## src/hdl/brk_pkg.sv

```systemverilog
// Package for the address breakpoint unit: register map, field layout, vectors.
// Assumes a 32-bit APB master and an 8-bit CPU core with a 16-bit address bus.
package brk_pkg;

	// ****************************************************************
	// Register offsets (byte addresses)
	// ****************************************************************
	localparam logic [7:0] OFS_CTRL_STAT  = 8'h00;
	localparam logic [7:0] OFS_ADDR_HIGH  = 8'h04;
	localparam logic [7:0] OFS_ADDR_LOW   = 8'h08;
	localparam logic [7:0] OFS_WAIT_STAT  = 8'h0c;
	localparam logic [7:0] OFS_FLAG_CLR   = 8'h10;
	localparam logic [7:0] OFS_IRQ_STAT   = 8'h14;
	localparam logic [7:0] OFS_IRQ_MASK   = 8'h18;

	// ****************************************************************
	// Field positions and reset values
	// ****************************************************************
	localparam int         BIT_ENABLE     = 7;
	localparam int         BIT_ACTIVE     = 6;
	localparam int         BIT_WAIT_EXIT  = 1;
	localparam int         BIT_CLR_EN     = 7;
	localparam int         IRQ_BREAK      = 0;
	localparam int         IRQ_MATCH      = 1;
	localparam logic [7:0] RST_BYTE       = 8'h00;
	localparam logic [1:0] RST_IRQ        = 2'h0;

	// ****************************************************************
	// Vectors and opcodes
	// ****************************************************************
	localparam logic [15:0] VEC_NORMAL    = 16'hfffc;
	localparam logic [15:0] VEC_MONITOR   = 16'hfefc;
	localparam logic [7:0]  OPC_SWI_DFLT  = 8'h83;

	// ****************************************************************
	// Types
	// ****************************************************************
	typedef enum logic [1:0] {
		ST_IDLE,
		ST_PEND,
		ST_BREAK
	} brk_state_type;

	typedef struct packed {
		logic [15:0] addr;
		logic        opcode_fetch;
		logic        instr_boundary;
		logic        rti_exec;
		logic        wait_mode;
		logic        stop_mode;
	} cpu_bus_type;

	typedef struct packed {
		logic        request;
		logic        inject_swi;
		logic [7:0]  swi_opcode;
		logic [15:0] vector;
	} brk_req_type;

endpackage

```

## src/hdl/brk_unit.sv

```systemverilog
// Address breakpoint unit: compare, software break, break state, freeze and flag controls.
// Assumes CPU bus strobes on I_CORE_CLK; test-voltage and monitor straps come from pins.
//
// Summary of operation
// - Enabled breaks request a breakpoint when program address equals break address.
// - On break inject software interrupt opcode; vector FFFC, FEFC in monitor mode.
// - Writing one to break-active bit forces a break without any address compare.
// - Match on opcode address blocks that instruction until the break routine ends.
// - Match on operand address lets the instruction finish before the break.
// - Software-forced break takes effect just before the next instruction.
// - Return-from-interrupt inside the break routine ends the break state.
// - Break enable is bit 7 of control register, read/write, cleared by reset.
// - Active bit sets on match, reset clears it; software clears by writing zero.
// - Break address held in high and low byte registers, both reset to zero.
// - Wait-exit flag reads one when a break ended wait mode, else zero.
// - During break, status clears are allowed only while clear-enable bit is one.
// - Timer counter is frozen while a break is active.
// - Watchdog is disabled during break when high test voltage is on reset pin.
// - Unit stays enabled in wait and stop; no address match can occur there.
// - Clearing active bit without a new address gives no later break on that address.
`timescale 1ns/1ps

module brk_unit #(
	parameter logic [7:0] SWI_OPCODE = brk_pkg::OPC_SWI_DFLT
) (
	// Clock and reset
	input  wire logic                 I_CORE_CLK,
	input  wire logic                 I_RESET_N,
	// APB slave
	input  wire logic                 PSEL,
	input  wire logic                 PENABLE,
	input  wire logic                 PWRITE,
	input  wire logic [7:0]           PADDR,
	input  wire logic [31:0]          PWDATA,
	input  wire logic [3:0]           PSTRB,
	output logic      [31:0]          PRDATA,
	output logic                      PREADY,
	output logic                      PSLVERR,
	// CPU core side
	input  wire brk_pkg::cpu_bus_type I_CPU,
	output brk_pkg::brk_req_type      O_BRK,
	output logic                      O_HOLD_INSTR,
	// Pins
	input  wire logic                 I_MONITOR_MODE,
	input  wire logic                 I_HIGH_TEST_VOLTAGE,
	// System controls
	output logic                      O_BREAK_ACTIVE,
	output logic                      O_STATUS_CLEAR_ALLOW,
	output logic                      O_TIMER_FREEZE,
	output logic                      O_WATCHDOG_DISABLE,
	output logic                      O_IRQ
);

	// ****************************************************************
	// Pin synchronisers
	// ****************************************************************
	logic [1:0] mon_sync_r;
	logic [1:0] vtst_sync_r;

	always_ff @(posedge I_CORE_CLK or negedge I_RESET_N) begin
		if (!I_RESET_N) begin
			mon_sync_r  <= 2'h0;
			vtst_sync_r <= 2'h0;
		end else begin
			mon_sync_r  <= {mon_sync_r[0], I_MONITOR_MODE};
			vtst_sync_r <= {vtst_sync_r[0], I_HIGH_TEST_VOLTAGE};
		end
	end

	// ****************************************************************
	// APB decode
	// ****************************************************************
	logic       wr_en;
	logic       rd_en;
	logic       known;
	logic [7:0] wbyte;
	logic       sel_ctrl;
	logic       sel_high;
	logic       sel_low;
	logic       sel_wait;
	logic       sel_flag;
	logic       sel_istat;
	logic       sel_imask;

	assign wbyte     = PWDATA[7:0];
	assign sel_ctrl  = (PADDR == brk_pkg::OFS_CTRL_STAT);
	assign sel_high  = (PADDR == brk_pkg::OFS_ADDR_HIGH);
	assign sel_low   = (PADDR == brk_pkg::OFS_ADDR_LOW);
	assign sel_wait  = (PADDR == brk_pkg::OFS_WAIT_STAT);
	assign sel_flag  = (PADDR == brk_pkg::OFS_FLAG_CLR);
	assign sel_istat = (PADDR == brk_pkg::OFS_IRQ_STAT);
	assign sel_imask = (PADDR == brk_pkg::OFS_IRQ_MASK);
	assign known     = sel_ctrl || sel_high || sel_low || sel_wait ||
	                   sel_flag || sel_istat || sel_imask;
	assign wr_en = PSEL && PENABLE && PWRITE && known && PSTRB[0];
	assign rd_en = PSEL && PENABLE && !PWRITE;
	assign PREADY  = 1'b1;
	assign PSLVERR = PSEL && PENABLE && !known;

	// ****************************************************************
	// Registers
	// ****************************************************************
	logic        enable_r;
	logic        active_r;
	logic        armed_r;
	logic [7:0]  addr_high_r;
	logic [7:0]  addr_low_r;
	logic        wait_exit_r;
	logic        clr_en_r;
	logic [1:0]  irq_stat_r;
	logic [1:0]  irq_mask_r;
	logic        sw_force;
	logic        match_hit;
	logic        take_break;
	logic        rti_end;
	logic [15:0] break_addr;
	brk_pkg::brk_state_type state_r;

	assign sw_force = wr_en && (PADDR == brk_pkg::OFS_CTRL_STAT) &&
	                  wbyte[brk_pkg::BIT_ACTIVE];

	assign break_addr = {addr_high_r, addr_low_r};

	// Wait and stop modes are masked out of the compare, so they never match
	assign match_hit = enable_r && !active_r && armed_r && (I_CPU.addr == break_addr) &&
	                   !I_CPU.wait_mode && !I_CPU.stop_mode;

	always_ff @(posedge I_CORE_CLK or negedge I_RESET_N) begin
		if (!I_RESET_N) begin
			enable_r    <= 1'b0;
			addr_high_r <= brk_pkg::RST_BYTE;
			addr_low_r  <= brk_pkg::RST_BYTE;
			clr_en_r    <= 1'b0;
			irq_mask_r  <= brk_pkg::RST_IRQ;
		end else if (wr_en) begin
			unique case (PADDR)
				brk_pkg::OFS_CTRL_STAT: begin
					enable_r <= wbyte[brk_pkg::BIT_ENABLE];
				end
				brk_pkg::OFS_ADDR_HIGH: begin
					addr_high_r <= wbyte;
				end
				brk_pkg::OFS_ADDR_LOW: begin
					addr_low_r <= wbyte;
				end
				brk_pkg::OFS_FLAG_CLR: begin
					clr_en_r <= wbyte[brk_pkg::BIT_CLR_EN];
				end
				brk_pkg::OFS_IRQ_MASK: begin
					irq_mask_r <= wbyte[1:0];
				end
				default: begin
				end
			endcase
		end
	end

	// Re-arm only on a write to either break address byte, so clearing the active bit
	// alone never lets the same address break again
	always_ff @(posedge I_CORE_CLK or negedge I_RESET_N) begin
		if (!I_RESET_N) begin
			armed_r <= 1'b1;
		end else if (match_hit) begin
			armed_r <= 1'b0;
		end else if (wr_en && (sel_high || sel_low)) begin
			armed_r <= 1'b1;
		end
	end

	// Active bit: hardware set wins over software clear
	always_ff @(posedge I_CORE_CLK or negedge I_RESET_N) begin
		if (!I_RESET_N) begin
			active_r <= 1'b0;
		end else if (match_hit || sw_force) begin
			active_r <= 1'b1;
		end else if (wr_en && (PADDR == brk_pkg::OFS_CTRL_STAT)) begin
			active_r <= 1'b0;
		end
	end

	// ****************************************************************
	// Break sequencing
	// ****************************************************************
	// Opcode match is taken at once with the fetch held back; operand match
	// and software break wait for the instruction boundary.
	assign take_break = (state_r == brk_pkg::ST_IDLE && match_hit && I_CPU.opcode_fetch) ||
	                    (state_r == brk_pkg::ST_PEND && I_CPU.instr_boundary);
	assign rti_end    = (state_r == brk_pkg::ST_BREAK) && I_CPU.rti_exec;

	always_ff @(posedge I_CORE_CLK or negedge I_RESET_N) begin
		if (!I_RESET_N) begin
			state_r <= brk_pkg::ST_IDLE;
		end else begin
			unique case (state_r)
				brk_pkg::ST_IDLE: begin
					if (match_hit && I_CPU.opcode_fetch) begin
						state_r <= brk_pkg::ST_BREAK;
					end else if (match_hit || sw_force) begin
						state_r <= brk_pkg::ST_PEND;
					end
				end
				brk_pkg::ST_PEND: begin
					if (I_CPU.instr_boundary) begin
						state_r <= brk_pkg::ST_BREAK;
					end
				end
				brk_pkg::ST_BREAK: begin
					if (I_CPU.rti_exec) begin
						state_r <= brk_pkg::ST_IDLE;
					end
				end
			endcase
		end
	end

	// Request to the system integration logic, registered
	always_ff @(posedge I_CORE_CLK or negedge I_RESET_N) begin
		if (!I_RESET_N) begin
			O_BRK <= '0;
		end else begin
			O_BRK.request    <= take_break;
			O_BRK.inject_swi <= take_break;
			O_BRK.swi_opcode <= SWI_OPCODE;
			O_BRK.vector     <= mon_sync_r[1] ? brk_pkg::VEC_MONITOR
			                                  : brk_pkg::VEC_NORMAL;
		end
	end

	assign O_HOLD_INSTR = (state_r == brk_pkg::ST_IDLE) && match_hit &&
	                      I_CPU.opcode_fetch;

	// Wait-exit flag: set when a break is taken out of wait mode
	always_ff @(posedge I_CORE_CLK or negedge I_RESET_N) begin
		if (!I_RESET_N) begin
			wait_exit_r <= 1'b0;
		end else if (take_break && I_CPU.wait_mode) begin
			wait_exit_r <= 1'b1;
		end else if (wr_en && (PADDR == brk_pkg::OFS_WAIT_STAT) &&
		             !wbyte[brk_pkg::BIT_WAIT_EXIT]) begin
			wait_exit_r <= 1'b0;
		end else if (rti_end) begin
			wait_exit_r <= 1'b0;
		end
	end

	// ****************************************************************
	// System controls
	// ****************************************************************
	always_ff @(posedge I_CORE_CLK or negedge I_RESET_N) begin
		if (!I_RESET_N) begin
			O_BREAK_ACTIVE       <= 1'b0;
			O_STATUS_CLEAR_ALLOW <= 1'b1;
			O_TIMER_FREEZE       <= 1'b0;
			O_WATCHDOG_DISABLE   <= 1'b0;
		end else begin
			O_BREAK_ACTIVE       <= (state_r == brk_pkg::ST_BREAK);
			O_STATUS_CLEAR_ALLOW <= (state_r != brk_pkg::ST_BREAK) || clr_en_r;
			O_TIMER_FREEZE       <= (state_r == brk_pkg::ST_BREAK);
			O_WATCHDOG_DISABLE   <= (state_r == brk_pkg::ST_BREAK) &&
			                        vtst_sync_r[1];
		end
	end

	// ****************************************************************
	// Interrupt status
	// ****************************************************************
	always_ff @(posedge I_CORE_CLK or negedge I_RESET_N) begin
		if (!I_RESET_N) begin
			irq_stat_r <= brk_pkg::RST_IRQ;
		end else begin
			for (int i = 0; i < 2; i++) begin
				if ((i == brk_pkg::IRQ_BREAK && take_break) ||
				    (i == brk_pkg::IRQ_MATCH && match_hit)) begin
					irq_stat_r[i] <= 1'b1;
				end else if (wr_en && (PADDR == brk_pkg::OFS_IRQ_STAT) && wbyte[i]) begin
					irq_stat_r[i] <= 1'b0;
				end
			end
		end
	end

	assign O_IRQ = |(irq_stat_r & irq_mask_r);

	// ****************************************************************
	// Read data
	// ****************************************************************
	logic [31:0] prdata_nxt;

	always_comb begin
		prdata_nxt = 32'h0000_0000;
		unique case (PADDR)
			brk_pkg::OFS_CTRL_STAT: prdata_nxt = {24'h0, enable_r, active_r, 6'h0};
			brk_pkg::OFS_ADDR_HIGH: prdata_nxt = {24'h0, addr_high_r};
			brk_pkg::OFS_ADDR_LOW:  prdata_nxt = {24'h0, addr_low_r};
			brk_pkg::OFS_WAIT_STAT: prdata_nxt = {30'h0, wait_exit_r, 1'b0};
			brk_pkg::OFS_FLAG_CLR:  prdata_nxt = {24'h0, clr_en_r, 7'h0};
			brk_pkg::OFS_IRQ_STAT:  prdata_nxt = {30'h0, irq_stat_r};
			brk_pkg::OFS_IRQ_MASK:  prdata_nxt = {30'h0, irq_mask_r};
			default:                prdata_nxt = 32'h0000_0000;
		endcase
	end

	// Loaded in the setup cycle so the word stands through the access phase
	always_ff @(posedge I_CORE_CLK or negedge I_RESET_N) begin
		if (!I_RESET_N) begin
			PRDATA <= 32'h0000_0000;
		end else if (PSEL && !PENABLE && !PWRITE) begin
			PRDATA <= prdata_nxt;
		end
	end

endmodule

```

## config.mk

```make
export PLATFORM = sky130hd
export DESIGN_NAME = brk_unit
export DESIGN_NICKNAME = d
export VERILOG_FILES = /design/src/hdl/brk_pkg.sv /design/src/hdl/brk_unit.sv
export SDC_FILE = /design/constraint.sdc
export NUM_CORES = 1
export LEC_CHECK = 0
export ABC_AREA = 1
export BUFFER_PORTS_ARGS = -buffer_cell sky130_fd_sc_hd__buf_2
export CORE_ASPECT_RATIO = 1.5
export CORE_MARGIN = 8
export CORE_UTILIZATION = 52
export CTS_BUF_LIST = sky130_fd_sc_hd__clkbuf_4
export CTS_CLUSTER_SIZE = 8
export DETAILED_ROUTE_END_ITERATION = 12
export GPL_ROUTABILITY_DRIVEN = 0
export PLACE_DENSITY = 0.95
export SLEW_MARGIN = 20
export SYNTH_ARGS = -nofsm -noshare
export SYNTH_HDL_FRONTEND = slang
export SYNTH_SLANG_ARGS = --single-unit
```

## constraint.sdc

```tcl
create_clock -name I_CORE_CLK -period 2.4 [get_ports I_CORE_CLK]
set_input_delay 0.24 -clock I_CORE_CLK [delete_from_list [all_inputs] [get_ports I_CORE_CLK]]
set_output_delay 0.24 -clock I_CORE_CLK [all_outputs]
set_load 0.03 [all_outputs]
```

Yosys cells after proc, flatten, opt, wreduce, memory -nomap -nowiden
Index checks and enable logic that the tools add are counted.
- mux-type cells: 18
- equal/unequal tests: 13
- bitwise logic cells: 1
- reduce and logical (&&, ||, !) cells: 58
- operators by type and width (operator ; count):
    case mux 8 bit (7 select lines) ; 1
    logical AND 1 bit ; 27
    equality test 8 x 5 -> 1 bit (second input constant) ; 3
    equality test 16 bit ; 1
    equality test 8 x 4 -> 1 bit (second input constant) ; 2
    two-way mux 1 bit ; 11
    logical OR 1 bit ; 10
    AND reduction 2 bit ; 5
    two-way mux 9 bit ; 1
    equality test 8 x 3 -> 1 bit (second input constant) ; 1
    zero test 8 bit ; 1
    two-way mux 2 bit ; 4
    nonzero test 2 bit ; 4
    zero test 1 bit ; 7
    inequality test 2 bit (second input constant) ; 3
    case mux 2 bit (3 select lines) ; 1
    inequality test 3 x 2 -> 1 bit (second input constant) ; 1
    AND reduction 3 bit ; 1
    nonzero test 3 bit ; 1
    bitwise AND 2 bit ; 1
    equality test 2 x 1 -> 1 bit (second input constant) ; 1
    equality test 2 bit (second input constant) ; 1
    zero test 2 bit ; 1
    OR reduction 2 bit ; 1
- flip-flop bits (word level): 78
- word-level logic and storage cells: 110
- bits of input ports: 72
- output and inout bits: 66

Longest topological paths before layout
- depth after elaboration: 15
- gate-level depth with buffers: 12
- depth with buffers taken out: 12

Worst setup path after synthesis
OpenSTA, ideal clock, no wires.
- kind: register -> output
- start: reg armed_r
- end: out O_HOLD_INSTR
- cell stages (with the launch flop): 7
- slack: 0.725 ns
- required time: 2.160 ns
- buffers on the path: 0
- arrival: 1.435 ns
- path through: dfstp_2 -> inv_1 -> nor3_1 -> nand4_1 -> nor3_1 -> nand4_1 -> nor2_1
- cells in the longest elaborated chain, start to end: 6
- RTL lines (item ; line ; text):
    from (decl) ; brk_unit.sv:105 ; logic armed_r;
    from (signal assigned) ; brk_unit.sv:162 ; armed_r <= 1'b1;
    from (signal assigned) ; brk_unit.sv:164 ; armed_r <= 1'b0;
    from (signal assigned) ; brk_unit.sv:166 ; armed_r <= 1'b1;
    logical AND 1 bit (3 in series) ; brk_unit.sv:125 ; assign match_hit = enable_r && !active_r && armed_r && (I_CPU.addr == break_addr) &&
    logical AND 1 bit ; brk_unit.sv:126 ; !I_CPU.wait_mode && !I_CPU.stop_mode;
    logical AND 1 bit (2 in series) ; brk_unit.sv:229 ; assign O_HOLD_INSTR = (state_r == brk_pkg::ST_IDLE) && match_hit &&
    to (decl) ; brk_unit.sv:42 ; output logic O_HOLD_INSTR,
No other way between the ends.

Final worst setup path
Ends and elaborated chain as after synthesis.

==> flow_summary.toml <==
[global_route]
grtUsageTotal = 0.175
antenna_found_initial = 0
grt_pass1_wl_um = 12000
grt_pass1_vias = 2804
grt_start_max_net_pins = 46
grt_overflow_total = 0

[sta]
setup_viol = 0
fmaxAchievable_ghz = 0.456
rsz0062_at_grt = "no"
period_minus_slack_ns = 2.19
finalClockSkew_ns = 0.0102
setup_ws_ns = 0.208
post-route-period-util = 0.913
hold_viol = 0
drv_slew = 0
hold_slack_ns = 0.108
finalSetupTns_ns = 0

[place]
place_area_um2 = 3140
pre_cts_ws_ns = 0.627
place_hpwl_um = 5970
io_buffer_count = 78

[synthesis]
yosys_warnings = 0
synth_cell_type_count = 30
ys_ff_latch = 45
ys_seq_area_frac = 0.383
netlist_area_um2 = 2950
synthCells = 399
syn_area_per_cell_um2 = 7.39

[setup_path]
ff2ff_setup_slack_ns = 0.61
critPathCaptureType = "output pin"
crit_type = "flop to output pin"
arrival_ns = 1.95
rr_worst_depth = 9
r2r_start = "armed_r$_DFFE_PN1P_"
startpoint = "armed_r$_DFFE_PN1P_"
worstPathRequired_ns = 2.16
critPathLaunchType = "flop"
crit_fanout = 2

[final_layout]
nNetsFinal = 542
final_area_um2 = 3270
drive_above_1_share = 0.244
area_delta_synth_final_pct = 10.9

[drt]
dr.pass1.iters = 4
postRouteWirelength_um = 7480
final_antenna_net_count = 0
viasPerCell = 5.06
drc = 0
first_iter_violations = 194
via_count = 2726
wl_per_cell_um = 13.9

[pwr]
power_frac_seq = 0.455
clkPwrFrac = 0.255
vdd_ir_drop_max_v = 0.000424
swShare = 0.354
total_power_mw = 1.83
combPwrFrac = 0.290
power.switching_mw = 0.647
intPower_mw = 1.18
p_leak_nw = 1.85
cellPowerDensity_nw_per_um2 = 560

[floorplan]
die_height_um = 108
rows = 33
dieArea_um2 = 8380
initial_utilization = 0.537
core_um2 = 5490
dieWidth_um = 77.5
ios = 138

[cts]
cts_sinks = 45
numCtsBuffers = 5
tritoncts = "built"
cts.reportedPaths.clkPinSlew_ns = 0.13
root_buffer = "clkbuf_4"
cts-htree-levels = 2
cts_buffer_depth = 2
worst_skew_pair.late_latency_ns = 0.36

[hold_path]
hold_depth = 3
hold_path_class = "input port to flop"
hp-start = "PWDATA[7]"

[job]
maxCapViolCount = 0

[run_status]
outcome = "complete, no violations"
registers in the layout, indices dropped and copies added (netlist names), 3 cells and up:
register	cells
PRDATA	8
addr_high_r	8
addr_low_r	8
O_BRK	3
final timing paths:
path | endpoint
min in group asynchronous | PRDATA[6]$_DFFE_PN0P_
setup / recovery | O_HOLD_INSTR
max in group asynchronous | armed_r$_DFFE_PN1P_
hold reg to reg | vtst_sync_r[1]$_DFF_PN0_
setup reg to reg | state_r[0]$_DFFE_PN0P_
hold / removal | clr_en_r$_DFFE_PN0P_
area by class of cell:
type,instances,area (µm²)
sequential,45,1130
clock buffer,6,45.0
timing repair buffer,83,448
tap,70,87.6
fill,491,2220
clock inverter,2,33.8
inverter,67,251
antenna,1,2.50
multi-input combinational,265,1270
layout by cell type, fill, tap and decap left out:
cell | synthesis | routed
a21oi_1 | 3 | 3
and2_1 | 1 | 1
buf_12 | 0 | 1
buf_2 | 0 | 78
buf_4 | 49 | 1
bufinv_16 | 0 | 1
clkbuf_4 | 0 | 6
clkinv_1 | 0 | 1
conb_1 | 2 | 33
dfrtp_1 | 43 | 43
dfstp_2 | 2 | 2
diode_2 | 0 | 1
dlygate4sd3_1 | 0 | 3
ha_1 | 3 | 3
inv_1 | 66 | 66
inv_2 | 1 | 1
nand2_1 | 119 | 119
nand2_2 | 1 | 1
nand2_4 | 3 | 3
nand3_1 | 16 | 16
nand3b_1 | 1 | 1
nand4_1 | 10 | 10
nor2_1 | 25 | 25
nor2_2 | 1 | 1
nor3_1 | 8 | 8
nor3_2 | 2 | 2
nor4_4 | 1 | 1
nor4b_1 | 1 | 1
o2111ai_1 | 1 | 1
o21ai_0 | 10 | 10
o21ai_1 | 2 | 2
o21ai_2 | 16 | 16
o22ai_1 | 7 | 7
xnor2_1 | 1 | 1
synthesized netlist by cell type:
cell type | instances | area share
buf_6 | 1 | 0.0038
o21ai_0 | 10 | 0.017
nor3_1 | 8 | 0.014
ha_1 | 3 | 0.013
o2111ai_1 | 1 | 0.0030
o21ai_1 | 2 | 0.0034
nor2_1 | 25 | 0.032
nor3_2 | 2 | 0.0068
a21oi_1 | 3 | 0.0051
clkbuf_1 | 1 | 0.0013
nand4_1 | 10 | 0.021
inv_1 | 66 | 0.084
nor4b_1 | 1 | 0.0030
nor2_2 | 1 | 0.0021
dfrtp_1 | 43 | 0.37
nand3b_1 | 1 | 0.0025
nand2_2 | 1 | 0.0021
inv_2 | 1 | 0.0013
buf_8 | 2 | 0.010
o21ai_2 | 16 | 0.048
conb_1 | 2 | 0.0025
nand3_1 | 16 | 0.027
nand2_1 | 119 | 0.15
nor4_4 | 1 | 0.0072
dfstp_2 | 2 | 0.018
o22ai_1 | 7 | 0.015
and2_1 | 1 | 0.0021
xnor2_1 | 1 | 0.0030
buf_4 | 49 | 0.12
nand2_4 | 3 | 0.011
power by group through the flow:
stage | sequential [mW] | combinational, mW | clock (mW)
2_1_floorplan | 0.874 | 0.397 | 0
3_3_place_gp | 0.841 | 0.491 | 0
3_5_place_dp | 0.846 | 0.516 | 0
4_1_cts | 0.832 | 0.521 | 0.475
5_1_grt | 0.836 | 0.587 | 0.506
6_report | 0.832 | 0.530 | 0.467
timing repair:
| item | CTS | global route |
|---|---|---|
| endpoints found under the hold margin | 2 | 15 |
| gates resized for setup | 0 | 0 |
| hold buffers | 2 | 1 |
| buffers inserted | 0 | 0 |
per-layer routing:
| metal | GRT usage | share of wire |
|---|---|---|
| met1 | 0.160 | 0.34 |
| met2 | 0.316 | 0.51 |
| met3 | 0.0640 | 0.10 |
| met4 | 0.122 | 0.044 |
| met5 | 0 | 0 |
stage by stage:
step | std cells | utilization
floorplan | 430 | -
global placement | 526 | 0.571
detailed placement | 526 | 0.571
CTS | 536 | 0.589
global route | 538 | 0.595
finish | 539 | 0.595
kinds of logic after synthesis:
logic type	synth area share
and+or+nand+nor	0.283
buffers and inverters	0.225
DFF	0.383
AOI/OAI and AO/OA	0.0908
adders and majority gates	0.0127
other	0.00255
xor gates and xnor gates	0.00297
worst max-delay path: stages, from the launching register on:
cell and delay [ns]:
dfstp_2 0.54, inv_1 0.04, nor3_1 0.26, nand4_1 0.14
nor3_1 0.15, nand4_1 0.12, nor2_1 0.14, buf_2 0.22
Note: power is estimated with default switching activity, not from simulation.
